**src/fsw_pkg.sv**
```systemverilog
// Constants shared by the fail-safe watchdog and power control block.
// Assumes a 10 MHz system clock and a word-addressed register port.
package fsw_pkg;
  localparam int CLK_MHZ = 10;
  localparam int T_STAB_US = 1000;
  localparam int STAB_CYC = T_STAB_US * CLK_MHZ;
  localparam int WDT_RST_CYC = 24;
  // Register offsets.
  localparam logic [3:0] ADDR_CTRL = 4'h0;
  localparam logic [3:0] ADDR_RELOAD = 4'h4;
  localparam logic [3:0] ADDR_STATUS = 4'h8;
  localparam logic [3:0] ADDR_COUNT = 4'hc;
  // Control register fields, all write-one actions except the slow-down level.
  localparam int CTRL_IDLE = 0;
  localparam int CTRL_PDOWN = 1;
  localparam int CTRL_SLOW = 2;
  localparam int CTRL_REFRESH = 3;
  localparam int CTRL_START = 4;
  // Reload register fields.
  localparam int RELOAD_PRE16 = 7;
  // Status register fields.
  localparam int ST_CAUSE = 0;
  localparam int ST_RUN = 1;
  localparam int ST_IDLE = 2;
  localparam int ST_PDOWN = 3;
  localparam int ST_OSCFAIL = 4;
  localparam int ST_SLOW = 5;
  // Divider figures.
  localparam logic [2:0] BASE_DIV_LAST = 3'h5;
  localparam logic [3:0] PRE16_LAST = 4'hf;
  localparam logic [4:0] SLOW_LAST = 5'h1f;
  localparam logic [14:0] WDT_MAX = 15'h7fff;
  localparam logic [7:0] RELOAD_RST = 8'h00;
  typedef enum logic [2:0] {
    FSW_POR = 3'b000,
    FSW_STAB = 3'b001,
    FSW_RUN = 3'b010,
    FSW_PDOWN = 3'b011,
    FSW_WAKE = 3'b100,
    FSW_WSTAB = 3'b101
  } fsw_state_t;
endpackage : fsw_pkg

```
**src/fsw_top.sv**
```systemverilog
// Fail-safe watchdog, oscillator supervisor and power-saving mode control.
// Assumes oscillator and wake pins arrive asynchronously and are sampled here;
// the main oscillator input must toggle slower than half the system clock.
`timescale 1ns/1ps
`default_nettype none
module fsw_top #(
  parameter int STAB_CYCLES = fsw_pkg::STAB_CYC
) (
  // Clock and reset.
  input wire logic clk_i,
  input wire logic srst_i,
  // Register port.
  input wire logic [3:0] addr_i,
  input wire logic [7:0] wdata_i,
  input wire logic wr_i,
  input wire logic rd_i,
  output logic [15:0] rdata_o,
  // Pins.
  input wire logic ext_rst_n_i,
  input wire logic main_osc_i,
  input wire logic rc_osc_i,
  input wire logic wake_pin_a_i,
  input wire logic wake_pin_b_i,
  // Events from the rest of the core.
  input wire logic irq_pending_i,
  // Clocking and reset control, and the wake interrupt.
  output logic sys_rst_o,
  output logic clk_sel_rc_o,
  output logic main_osc_run_o,
  output logic rc_osc_run_o,
  output logic cpu_clk_en_o,
  output logic periph_clk_en_o,
  output logic pd_wake_irq_o
);
  import fsw_pkg::*;

  fsw_state_t state;
  fsw_state_t next_state;
  logic [1:0] ext_rst_sync;
  logic [1:0] main_sync;
  logic [1:0] rc_sync;
  logic [1:0] wake_a_sync;
  logic [1:0] wake_b_sync;
  logic main_prev;
  logic rc_prev;
  logic main_seen;
  logic osc_fail;
  logic osc_good;
  logic [13:0] stab_cnt;
  logic stab_done;
  logic hw_reset;
  logic ext_reset;
  logic [4:0] slow_cnt;
  logic slow_en;
  logic slow_tick;
  logic idle;
  logic [7:0] reload_value;
  logic [14:0] wdt_cnt;
  logic wdt_run;
  logic refresh_armed;
  logic [2:0] base_cnt;
  logic half_cnt;
  logic [3:0] pre16_cnt;
  logic wdt_tick;
  logic wdt_ovf;
  logic [4:0] wdt_rst_cnt;
  logic cause_flag;
  logic wr_ctrl;
  logic do_start;
  logic do_refresh;
  logic bus_wr;
  logic pd_req;
  logic idle_req;
  logic rc_rise;
  logic main_rise;
  logic wdt_fire;

  // Wake pins reset high, their idle level, so leaving reset cannot look like a wake.
  // Pin inputs pass two flip-flops before any use.
  always_ff @(posedge clk_i) begin
    if (srst_i) begin
      ext_rst_sync <= 2'h3;
      main_sync <= 2'h0;
      rc_sync <= 2'h0;
      wake_a_sync <= 2'h3;
      wake_b_sync <= 2'h3;
    end else begin
      ext_rst_sync <= {ext_rst_sync[0], ext_rst_n_i};
      main_sync <= {main_sync[0], main_osc_i};
      rc_sync <= {rc_sync[0], rc_osc_i};
      wake_a_sync <= {wake_a_sync[0], wake_pin_a_i};
      wake_b_sync <= {wake_b_sync[0], wake_pin_b_i};
    end
  end

  assign ext_reset = ~ext_rst_sync[1];
  assign hw_reset = srst_i | ext_reset;

  // Edges are taken from the second synchroniser stage only, so a metastable first
  // stage never reaches the compare.
  assign rc_rise = rc_sync[1] & ~rc_prev;
  assign main_rise = main_sync[1] & ~main_prev;

  // Frequency compare: each rising RC edge must see a main oscillator edge since the last one.
  // A single missing edge counts as a failure, which keeps the decision fast at power-on.
  always_ff @(posedge clk_i) begin
    if (srst_i) begin
      main_prev <= 1'b0;
      rc_prev <= 1'b0;
      main_seen <= 1'b0;
      osc_fail <= 1'b1;
      osc_good <= 1'b0;
    end else begin
      main_prev <= main_sync[1];
      rc_prev <= rc_sync[1];
      if (state == FSW_PDOWN) begin
        main_seen <= 1'b0;
        osc_good <= 1'b0;
      end else if (rc_rise) begin
        main_seen <= 1'b0;
        osc_fail <= ~main_seen;
        osc_good <= main_seen;
      end else if (main_rise) begin
        main_seen <= 1'b1;
      end
    end
  end

  // Supervisor sequence.
  assign stab_done = (stab_cnt == 14'(STAB_CYCLES - 1));

  always_comb begin
    next_state = state;
    unique case (state)
      FSW_POR: begin
        if (osc_good && !osc_fail) next_state = FSW_STAB;
      end
      FSW_STAB: begin
        if (osc_fail) next_state = FSW_POR;
        else if (stab_done) next_state = FSW_RUN;
      end
      FSW_RUN: begin
        if (osc_fail) next_state = FSW_POR;
        else if (pd_req) next_state = FSW_PDOWN;
      end
      FSW_PDOWN: begin
        if (!wake_a_sync[1] || !wake_b_sync[1]) next_state = FSW_WAKE;
      end
      // Wake-up never asserts the core reset; a slow oscillator only delays the interrupt.
      FSW_WAKE: begin
        if (osc_good && !osc_fail) next_state = FSW_WSTAB;
      end
      FSW_WSTAB: begin
        if (osc_fail) next_state = FSW_WAKE;
        else if (stab_done) next_state = FSW_RUN;
      end
      default: next_state = FSW_POR;
    endcase
  end

  // A hardware reset, or an oscillator failure in FSW_STAB or FSW_RUN, returns the supervisor to power-on; the watchdog pulse does not.
  always_ff @(posedge clk_i) begin
    if (hw_reset) begin
      state <= FSW_POR;
    end else begin
      state <= next_state;
    end
  end

  // The count restarts on every state change, so each wait is a full period.
  always_ff @(posedge clk_i) begin
    if (hw_reset || state != next_state) begin
      stab_cnt <= 14'h0000;
    end else if (state == FSW_STAB || state == FSW_WSTAB) begin
      stab_cnt <= stab_cnt + 14'h0001;
    end
  end

  // Register port decode. Writes are dropped while the core is held in reset, so a
  // stray write during the watchdog reset pulse cannot enter power-down.
  assign bus_wr = wr_i && !sys_rst_o;
  assign wr_ctrl = bus_wr && (addr_i == ADDR_CTRL);
  assign pd_req = wr_ctrl && wdata_i[CTRL_PDOWN];
  assign idle_req = wr_ctrl && wdata_i[CTRL_IDLE];
  // The refresh pair must be the next two writes to control, with no other write between.
  assign do_start = wr_ctrl && wdata_i[CTRL_START] && !wdt_run;
  assign do_refresh = wr_ctrl && wdata_i[CTRL_START] && wdt_run && refresh_armed;

  // Any bus write, whatever its address, ends the arming, so the pair must be back to back.
  always_ff @(posedge clk_i) begin
    if (hw_reset || sys_rst_o) begin
      refresh_armed <= 1'b0;
    end else if (wr_i) begin
      refresh_armed <= wr_ctrl && wdata_i[CTRL_REFRESH] && !wdata_i[CTRL_START];
    end
  end

  always_ff @(posedge clk_i) begin
    if (hw_reset || sys_rst_o) begin
      slow_en <= 1'b0;
      reload_value <= RELOAD_RST;
    end else begin
      if (wr_ctrl) begin
        slow_en <= wdata_i[CTRL_SLOW];
      end
      if (bus_wr && addr_i == ADDR_RELOAD) begin
        reload_value <= wdata_i;
      end
    end
  end

  // Slow-down divider: one enable pulse every 32 cycles, shared by core and peripherals.
  assign slow_tick = slow_en ? (slow_cnt == SLOW_LAST) : 1'b1;

  // Holding the divider clear with the mode off puts the first slow pulse a full 32 cycles on.
  always_ff @(posedge clk_i) begin
    if (hw_reset || !slow_en) begin
      slow_cnt <= 5'h00;
    end else begin
      slow_cnt <= slow_cnt + 5'h01;
    end
  end

  // Idle: a software level cleared by an enabled interrupt or a reset.
  always_ff @(posedge clk_i) begin
    if (hw_reset || sys_rst_o) begin
      idle <= 1'b0;
    end else if (irq_pending_i) begin
      idle <= 1'b0;
    end else if (idle_req && state == FSW_RUN) begin
      idle <= 1'b1;
    end
  end

  // Watchdog prescaler: divide by 6, then by 2, then optionally by 16.
  // Advances only on peripheral clock enables outside idle, so slow-down stretches it and
  // idle or power-down freezes it.
  assign wdt_tick = periph_clk_en_o && !idle && (base_cnt == BASE_DIV_LAST) && half_cnt
    && (!reload_value[RELOAD_PRE16] || pre16_cnt == PRE16_LAST);

  always_ff @(posedge clk_i) begin
    if (hw_reset || sys_rst_o || !wdt_run) begin
      base_cnt <= 3'h0;
      half_cnt <= 1'b0;
      pre16_cnt <= 4'h0;
    end else if (periph_clk_en_o && !idle) begin
      if (base_cnt == BASE_DIV_LAST) begin
        base_cnt <= 3'h0;
        half_cnt <= ~half_cnt;
        if (half_cnt) pre16_cnt <= pre16_cnt + 4'h1;
      end else begin
        base_cnt <= base_cnt + 3'h1;
      end
    end
  end

  assign wdt_ovf = wdt_tick && (wdt_cnt == WDT_MAX);
  assign wdt_fire = wdt_ovf && wdt_run;

  // A new reload count takes effect only at the next start or refresh; the divide-by-16 bit applies at once.
  always_ff @(posedge clk_i) begin
    if (hw_reset || sys_rst_o) begin
      wdt_run <= 1'b0;
      wdt_cnt <= 15'h0000;
    end else begin
      if (do_start) begin
        wdt_run <= 1'b1;
      end
      if (do_start || do_refresh) begin
        wdt_cnt <= {reload_value[6:0], 8'h00};
      end else if (wdt_run && wdt_tick) begin
        wdt_cnt <= wdt_cnt + 15'h0001;
      end
    end
  end

  // Watchdog reset pulse and its cause; the overflow wins over a hardware reset for the cause, srst_i wins for the pulse.
  always_ff @(posedge clk_i) begin
    if (srst_i) begin
      wdt_rst_cnt <= 5'h00;
    end else if (wdt_fire) begin
      wdt_rst_cnt <= 5'(WDT_RST_CYC);
    end else if (wdt_rst_cnt != 5'h00) begin
      wdt_rst_cnt <= wdt_rst_cnt - 5'h01;
    end
  end

  always_ff @(posedge clk_i) begin
    if (wdt_fire) begin
      cause_flag <= 1'b1;
    end else if (hw_reset) begin
      cause_flag <= 1'b0;
    end
  end

  // Registered outputs. Oscillator enables follow the next state, so they drop on the
  // very edge at which power-down begins.
  always_ff @(posedge clk_i) begin
    if (srst_i) begin
      sys_rst_o <= 1'b1;
      clk_sel_rc_o <= 1'b1;
      main_osc_run_o <= 1'b1;
      rc_osc_run_o <= 1'b1;
      cpu_clk_en_o <= 1'b0;
      periph_clk_en_o <= 1'b0;
      pd_wake_irq_o <= 1'b0;
    end else begin
      sys_rst_o <= ext_reset || next_state == FSW_POR || next_state == FSW_STAB
        || wdt_fire || wdt_rst_cnt > 5'h01;
      clk_sel_rc_o <= osc_fail;
      main_osc_run_o <= next_state != FSW_PDOWN;
      rc_osc_run_o <= next_state != FSW_PDOWN;
      // The idle write gates the processor at once, on the same edge at which the idle level is set.
      cpu_clk_en_o <= next_state == FSW_RUN && !idle && !idle_req
        && slow_tick;
      periph_clk_en_o <= next_state == FSW_RUN && slow_tick;
      pd_wake_irq_o <= state == FSW_WSTAB && next_state == FSW_RUN;
    end
  end

  // Read data stand in the cycle after the strobe; unmapped addresses read zero.
  always_ff @(posedge clk_i) begin
    if (srst_i) begin
      rdata_o <= 16'h0000;
    end else if (rd_i) begin
      unique case (addr_i)
        // Bits sit at their field positions, so control reads follow the write layout.
        ADDR_CTRL: begin
          rdata_o <= 16'h0000;
          rdata_o[CTRL_IDLE] <= idle;
          rdata_o[CTRL_SLOW] <= slow_en;
          rdata_o[CTRL_REFRESH] <= refresh_armed;
          rdata_o[CTRL_START] <= wdt_run;
        end
        ADDR_RELOAD: rdata_o <= {8'h00, reload_value};
        ADDR_STATUS: begin
          rdata_o <= 16'h0000;
          rdata_o[ST_CAUSE] <= cause_flag;
          rdata_o[ST_RUN] <= wdt_run;
          rdata_o[ST_IDLE] <= idle;
          rdata_o[ST_PDOWN] <= state == FSW_PDOWN;
          rdata_o[ST_OSCFAIL] <= osc_fail;
          rdata_o[ST_SLOW] <= slow_en;
        end
        ADDR_COUNT: rdata_o <= {1'b0, wdt_cnt};
        default: rdata_o <= 16'h0000;
      endcase
    end else begin
      rdata_o <= 16'h0000;
    end
  end
endmodule : fsw_top
`default_nettype wire

```
**config.mk**
```make
export PLATFORM = sky130hd
export DESIGN_NAME = fsw_top
export DESIGN_NICKNAME = d
export VERILOG_FILES = /design/src/fsw_pkg.sv /design/src/fsw_top.sv
export SDC_FILE = /design/constraint.sdc
export NUM_CORES = 1
export LEC_CHECK = 0
export ABC_AREA = 1
export BUFFER_PORTS_ARGS = -buffer_cell sky130_fd_sc_hd__buf_2
export CAP_MARGIN = 20
export CORE_AREA = 2 2 112 92
export CTS_BUF_LIST = sky130_fd_sc_hd__clkbuf_4 sky130_fd_sc_hd__clkbuf_8
export CTS_CLUSTER_DIAMETER = 150
export CTS_CLUSTER_SIZE = 25
export DETAILED_ROUTE_END_ITERATION = 10
export DIE_AREA = 0 0 114 94
export PLACE_DENSITY = 0.74
export SETUP_SLACK_MARGIN = 0.1
export SLEW_MARGIN = 20
export SYNTH_ARGS = -nofsm -noshare
export SYNTH_HDL_FRONTEND = slang
export SYNTH_SLANG_ARGS = --single-unit
```
**constraint.sdc**
```tcl
create_clock -name clk_i -period 4.8 [get_ports clk_i]
set_clock_uncertainty 0.15 [all_clocks]
set_input_delay 0.72 -clock clk_i [delete_from_list [all_inputs] [get_ports clk_i]]
set_output_delay 0.72 -clock clk_i [all_outputs]
set_load 0.02 [all_outputs]
```
# Yosys cells after proc, flatten, opt, wreduce, memory -nomap -nowiden
# Cells that the tools add are included.
# classes
n_bitwise	10
add_sub_neg	6
n_mux	16
n_reduce_logical	62
eq_ne	17
order_cmp	1
# ops
operator	count
15-bit one-hot mux with 4 select lines	1
15-bit two-way mux	2
3-bit two-way mux	9
1-bit logical AND	25
3-bit one-hot mux with 6 select lines	1
15-bit by 1-bit adder with 15-bit output (second input constant)	1
15-bit equality test (second input constant)	1
14-bit by 1-bit adder with 14-bit output (second input constant)	1
14-bit equality test (second input constant)	1
4-bit equality test (second input constant)	3
1-bit logical OR	12
1-bit logical NOT	10
5-bit two-way mux	2
2-bit OR reduction	5
3-bit by 2-bit equality test with 1-bit output (second input constant)	3
3-bit equality test (second input constant)	3
1-bit NOT	7
3-bit by 1-bit equality test with 1-bit output (second input constant)	2
3-bit logical NOT	2
5-bit by 1-bit adder with 5-bit output (second input constant)	1
5-bit equality test (second input constant)	1
5-bit by 1-bit greater-than comparator with 1-bit output (second input constant)	1
5-bit nonzero test	1
5-bit by 1-bit subtractor with 5-bit output (second input constant)	1
other kinds (13)	16
# word_totals
in_bits	22
ff_bits	100
word_cells	145
output_inout_bits	23

# Depth between registers and ports, before layout
# logic_depth
depth_word	12
ltp_mapped	12

# Worst setup path before layout
# Ideal clock, no wire load.
# synth_timing
kind	in2reg
start	input port wr_i
end	register stab_cnt[12]
t_required_ns	4.529
setup_slack_ns	2.884
n_path_buf	1
cell_stages	10
arrival_ns	1.646
cell_sequence	inv_1 nor2_4 nand3_2 nor2_2 nor2_2 nand2_2 nand3_1 nand3_4 buf_12 nor2_4
# synth_via
elab_chain_len	8
# synth_rtl
item	line	text
from (decl)	fsw_top.sv:15	input wire logic wr_i,
1-bit logical AND	fsw_top.sv:181	assign bus_wr = wr_i && !sys_rst_o;
1-bit logical AND	fsw_top.sv:182	assign wr_ctrl = bus_wr && (addr_i == ADDR_CTRL);
1-bit logical AND	fsw_top.sv:183	assign pd_req = wr_ctrl && wdata_i[CTRL_PDOWN];
3-bit two-way mux	fsw_top.sv:144	else if (pd_req) next_state = FSW_PDOWN;
3-bit two-way mux	fsw_top.sv:143	if (osc_fail) next_state = FSW_POR;
3-bit one-hot mux with 6 select lines	fsw_top.sv:134	unique case (state)
3-bit != test	fsw_top.sv:172	if (hw_reset || state != next_state) begin
1-bit logical OR	fsw_top.sv:172	
to (signal assigned)	fsw_top.sv:175	stab_cnt <= stab_cnt + 14'h0001;
to (decl)	fsw_top.sv:49	logic [13:0] stab_cnt;
# Every way passes these cells.
# A chain may end at the register's enable or synchronous reset.

# Final worst setup path
# layout_timing
start	input port srst_i
end	register wdt_cnt[4]
# layout_via
elab_chain_len	3
# layout_rtl
item	line	text
from (decl)	fsw_top.sv:11	input wire logic srst_i,
1-bit bitwise OR	fsw_top.sv:97	assign hw_reset = srst_i | ext_reset;
1-bit logical OR	fsw_top.sv:262	if (hw_reset || sys_rst_o) begin
2-bit OR reduction (no line)	--	
to (signal assigned)	fsw_top.sv:270	wdt_cnt <= {reload_value[6:0], 8'h00};
to (signal assigned)	fsw_top.sv:272	wdt_cnt <= wdt_cnt + 15'h0001;
to (decl)	fsw_top.sv:58	logic [14:0] wdt_cnt;
# Every way passes these cells.

==> summary.txt <==
Routing
  – DRC violations left: 0
  – First DRT Iteration DRCs: 238
  – Via count of the routed design: 3748
  – Routed length per placed instance: 12.8 um
  – DRT Pass-1 Iters: 5
  – Final WL: 9390 um
  – Detail Route Antenna Nets: 0
  – Vias/cell: 5.11

Outcome
  – Status: completed

Power and ir drop
  – Switching Fraction: 0.237
  – Worst VDD drop: 236 uV
  – Total power: 1.64 mW
  – Reg power frac: 0.522
  – P_leak: 1.88 nW
  – Sw Pwr: 389 uW
  – Int Power: 1.25 mW
  – Clock power share: 0.390
  – Comb power frac: 0.087
  – PwrDens: 329 nW/um^2

Worst hold path
  – Hold EP: rc_sync[1]
  – Hold_sp: rc_sync[0]
  – Worst Hold Path Cells: 2
  – Worst min path class: flip-flop to flip-flop

Logic synthesis
  – Synthesized cell area: 4430 um^2
  – Avg Inst Size Synth: 7.86 um^2
  – Post-Syn Nets: 594
  – Post-Synthesis Cells: 564
  – Seq cells post-synth: 99
  – Yosys warns: 0
  – Post-synthesis sequential area ratio: 0.447
  – Cell variety after synth: 46
  – Yosys top cell area share: 0.447
  – Yosys top cell by area: dfxtp_1
  – Top cells by area, synth: dfxtp_1 (45%), inv_1 (6.9%), nand2_1 (6.7%)

CTS
  – TritonCTS buffer count: 9
  – Clock latency on the worst-skew pair: 0.36 ns
  – Worst-path clk slew: 0.09 ns
  – Clock buffer depth: 2
  – CTS Hold Bufs: 0
  – CTS resizes: 0
  – Postcts setup bufs: 0
  – Clock sinks: 99
  – CTS tree: done
  – CTS H-tree depth: 3
  – Clk root buf: clkbuf_8

Floorplan
  – Die area: 10700 um^2
  – Initial Utilization: 0.465
  – Core area: 9530 um^2
  – Die Y: 94 um
  – Die W: 114 um
  – IO Pins: 45
  – FP Rows: 32

Placement
  – Final GP Congestion: 0.911
  – Input/output buffers: 43
  – Cells after DPL: 717
  – Post-DP HPWL: 7200 um
  – DP Area: 4730 um^2

Worst setup path
  – Crit path from: srst_i
  – Crit. End Element: flip-flop
  – Arrival @ worst endpoint: 2.29 ns
  – Worst flop-to-flop path startpoint: wdt_cnt[0]
  – Worst Path Max Fanout: 17
  – Startpoint Class: primary input
  – End of the worst register-to-register path: sys_rst_o
  – Crit path kind: primary input to flip-flop
  – WP data required: 4.94 ns
  – R2R depth: 9
  – Register-to-Register Setup Slack: 2.79 ns

Cells and area
  – Commonest cells after routing, fill and taps aside: dfxtp_1 (99), inv_1 (81), nand2_1 (79)
  – Most common cell after layout, fill and taps aside: dfxtp_1
  – Inserted Diodes: 0
  – Post-route cell area: 4980 um^2
  – Filler cells: 907
  – Area Overhead vs Synth: 12.3%
  – Final cell count without fillers: 733
  – Layout cells sized above 1: 0.191
  – Nets: 639

Global routing
  – Largest net degree at the start of global routing: 18
  – Tot GR Track Use: 0.179
  – Vias in the first global route: 3270
  – Antenna violations before repair: 0
  – Total congestion overflow: 0
  – Global-route wire length before repair: 15200 um

Timing
  – Final Cycle Share: 0.448
  – Final Hold Fails: 0
  – Final setup TNS: 0 ns
  – Max Slew Vio Count: 0
  – RSZ-0062 raised after global routing: no
  – Fmax: 465 MHz
  – Worst-margin pin slew: 0.597 ns
  – Relative slew margins: 0.602
  – Tmin final: 2.15 ns
  – Final setup viols: 0

Job
  – Maxcap violations: 0
-- area by class of cell --
cell class / count / area [um^2] / area share
Clock inverter: 7 / 124 / 0.0249
Tap cell: 119 / 149 / 0.0299
Inverter: 89 / 337 / 0.0676
Multi-Input combinational cell: 367 / 2050 / 0.411
Sequential cell: 99 / 1980 / 0.398
Timing Repair Buffer: 43 / 215 / 0.0432
Clock buffer: 9 / 124 / 0.0249
-- power groups by stage --
stage	logic [mW]	registers, mW	clock network [mW]
after floorplan	0.112	0.872	0
after global placement	0.138	0.873	0
after detailed placement	0.143	0.874	0
after CTS	0.144	0.855	0.651
after global routing	0.165	0.858	0.693
final	0.143	0.855	0.639
-- layer usage --
| layer | up-vias | wire length [um] | GRT usage |
|---|---|---|---|
| met3 | 16 | 638 | 0.0445 |
| met5 | - | 0 | 0 |
| met2 | 130 | 4330 | 0.290 |
| li1 | 1900 | - | - |
| met1 | 1702 | 4250 | 0.235 |
| met4 | 0 | 170 | 0.0559 |
-- Yosys cell counts, drive strengths merged --
master,instances
o22ai,5
dfxtp,99
or2,11
a2111oi,1
a22oi,1
nor3b,2
a21boi,1
nand3,41
o211ai,1
a31oi,2
xor2,13
nor3,19
a221oi,3
a211oi,1
ha,8
nand2,86
nor2,85
o21ai,30
nand4,6
o211a,1
inv,86
clkinv,3
conb,1
mux2i,1
xnor2,6
clkbuf,2
a21oi,41
o2bb2ai,1
buf,7
-- flip-flops by register name, summed over array words and instances, names as in the netlist, 2 cells and up --
| register | count |
|---|---|
| main_sync | 2 |
| pre16_cnt | 4 |
| wake_a_sync | 2 |
| wdt_rst_cnt | 5 |
| stab_cnt | 14 |
| base_cnt | 3 |
| rc_sync | 2 |
| wdt_cnt | 15 |
| rdata_o | 15 |
| wake_b_sync | 2 |
| state | 3 |
| reload_value | 8 |
| ext_rst_sync | 2 |
| slow_cnt | 5 |
-- critical path, stage by stage --
cell	delay [ns]
buf_2	0.18
nor2_1	0.16
inv_1	0.12
nor2_2	0.37
inv_2	0.19
nor2_2	0.26
o21ai_0	0.13
a21oi_1	0.13
-- through the flow --
| step | hold slack [ns] | utilization | worst slack [ns] |
|---|---|---|---|
| 6_report | 0.258 | 0.522 | 2.65 |
| 5_1_grt | 0.274 | 0.522 | 2.48 |
| 4_1_cts | 0.259 | 0.522 | 2.68 |
| 3_5_place_dp | 0.247 | 0.496 | 2.31 |
| 3_3_place_gp | 0.243 | 0.496 | 2.39 |
| 2_1_floorplan | 0.238 | - | 2.88 |
-- worst max path at each step --
stage                         endpoint  slack [ns]  cells past startpoint
after floorplan           stab_cnt[12]        2.88                     10
after global placement      wdt_cnt[4]        2.39                      8
after detailed placement    wdt_cnt[1]        2.31                      8
after CTS                   wdt_cnt[1]        2.68                      8
after global routing        wdt_cnt[4]        2.48                      8
final                       wdt_cnt[4]        2.65                      8
-- kinds of logic after synthesis --
group	count (synthesis)	share of synthesized area
and+or+nand+nor	250	0.287
DFF	99	0.447
buffers and inverters	98	0.0911
AOI/OAI and AO/OA	88	0.112
xor gates and xnor gates	19	0.0375
adders and majority gates	8	0.0226
other	1	0.000846
muxes	1	0.00226
(Power assumes the default switching activity.)
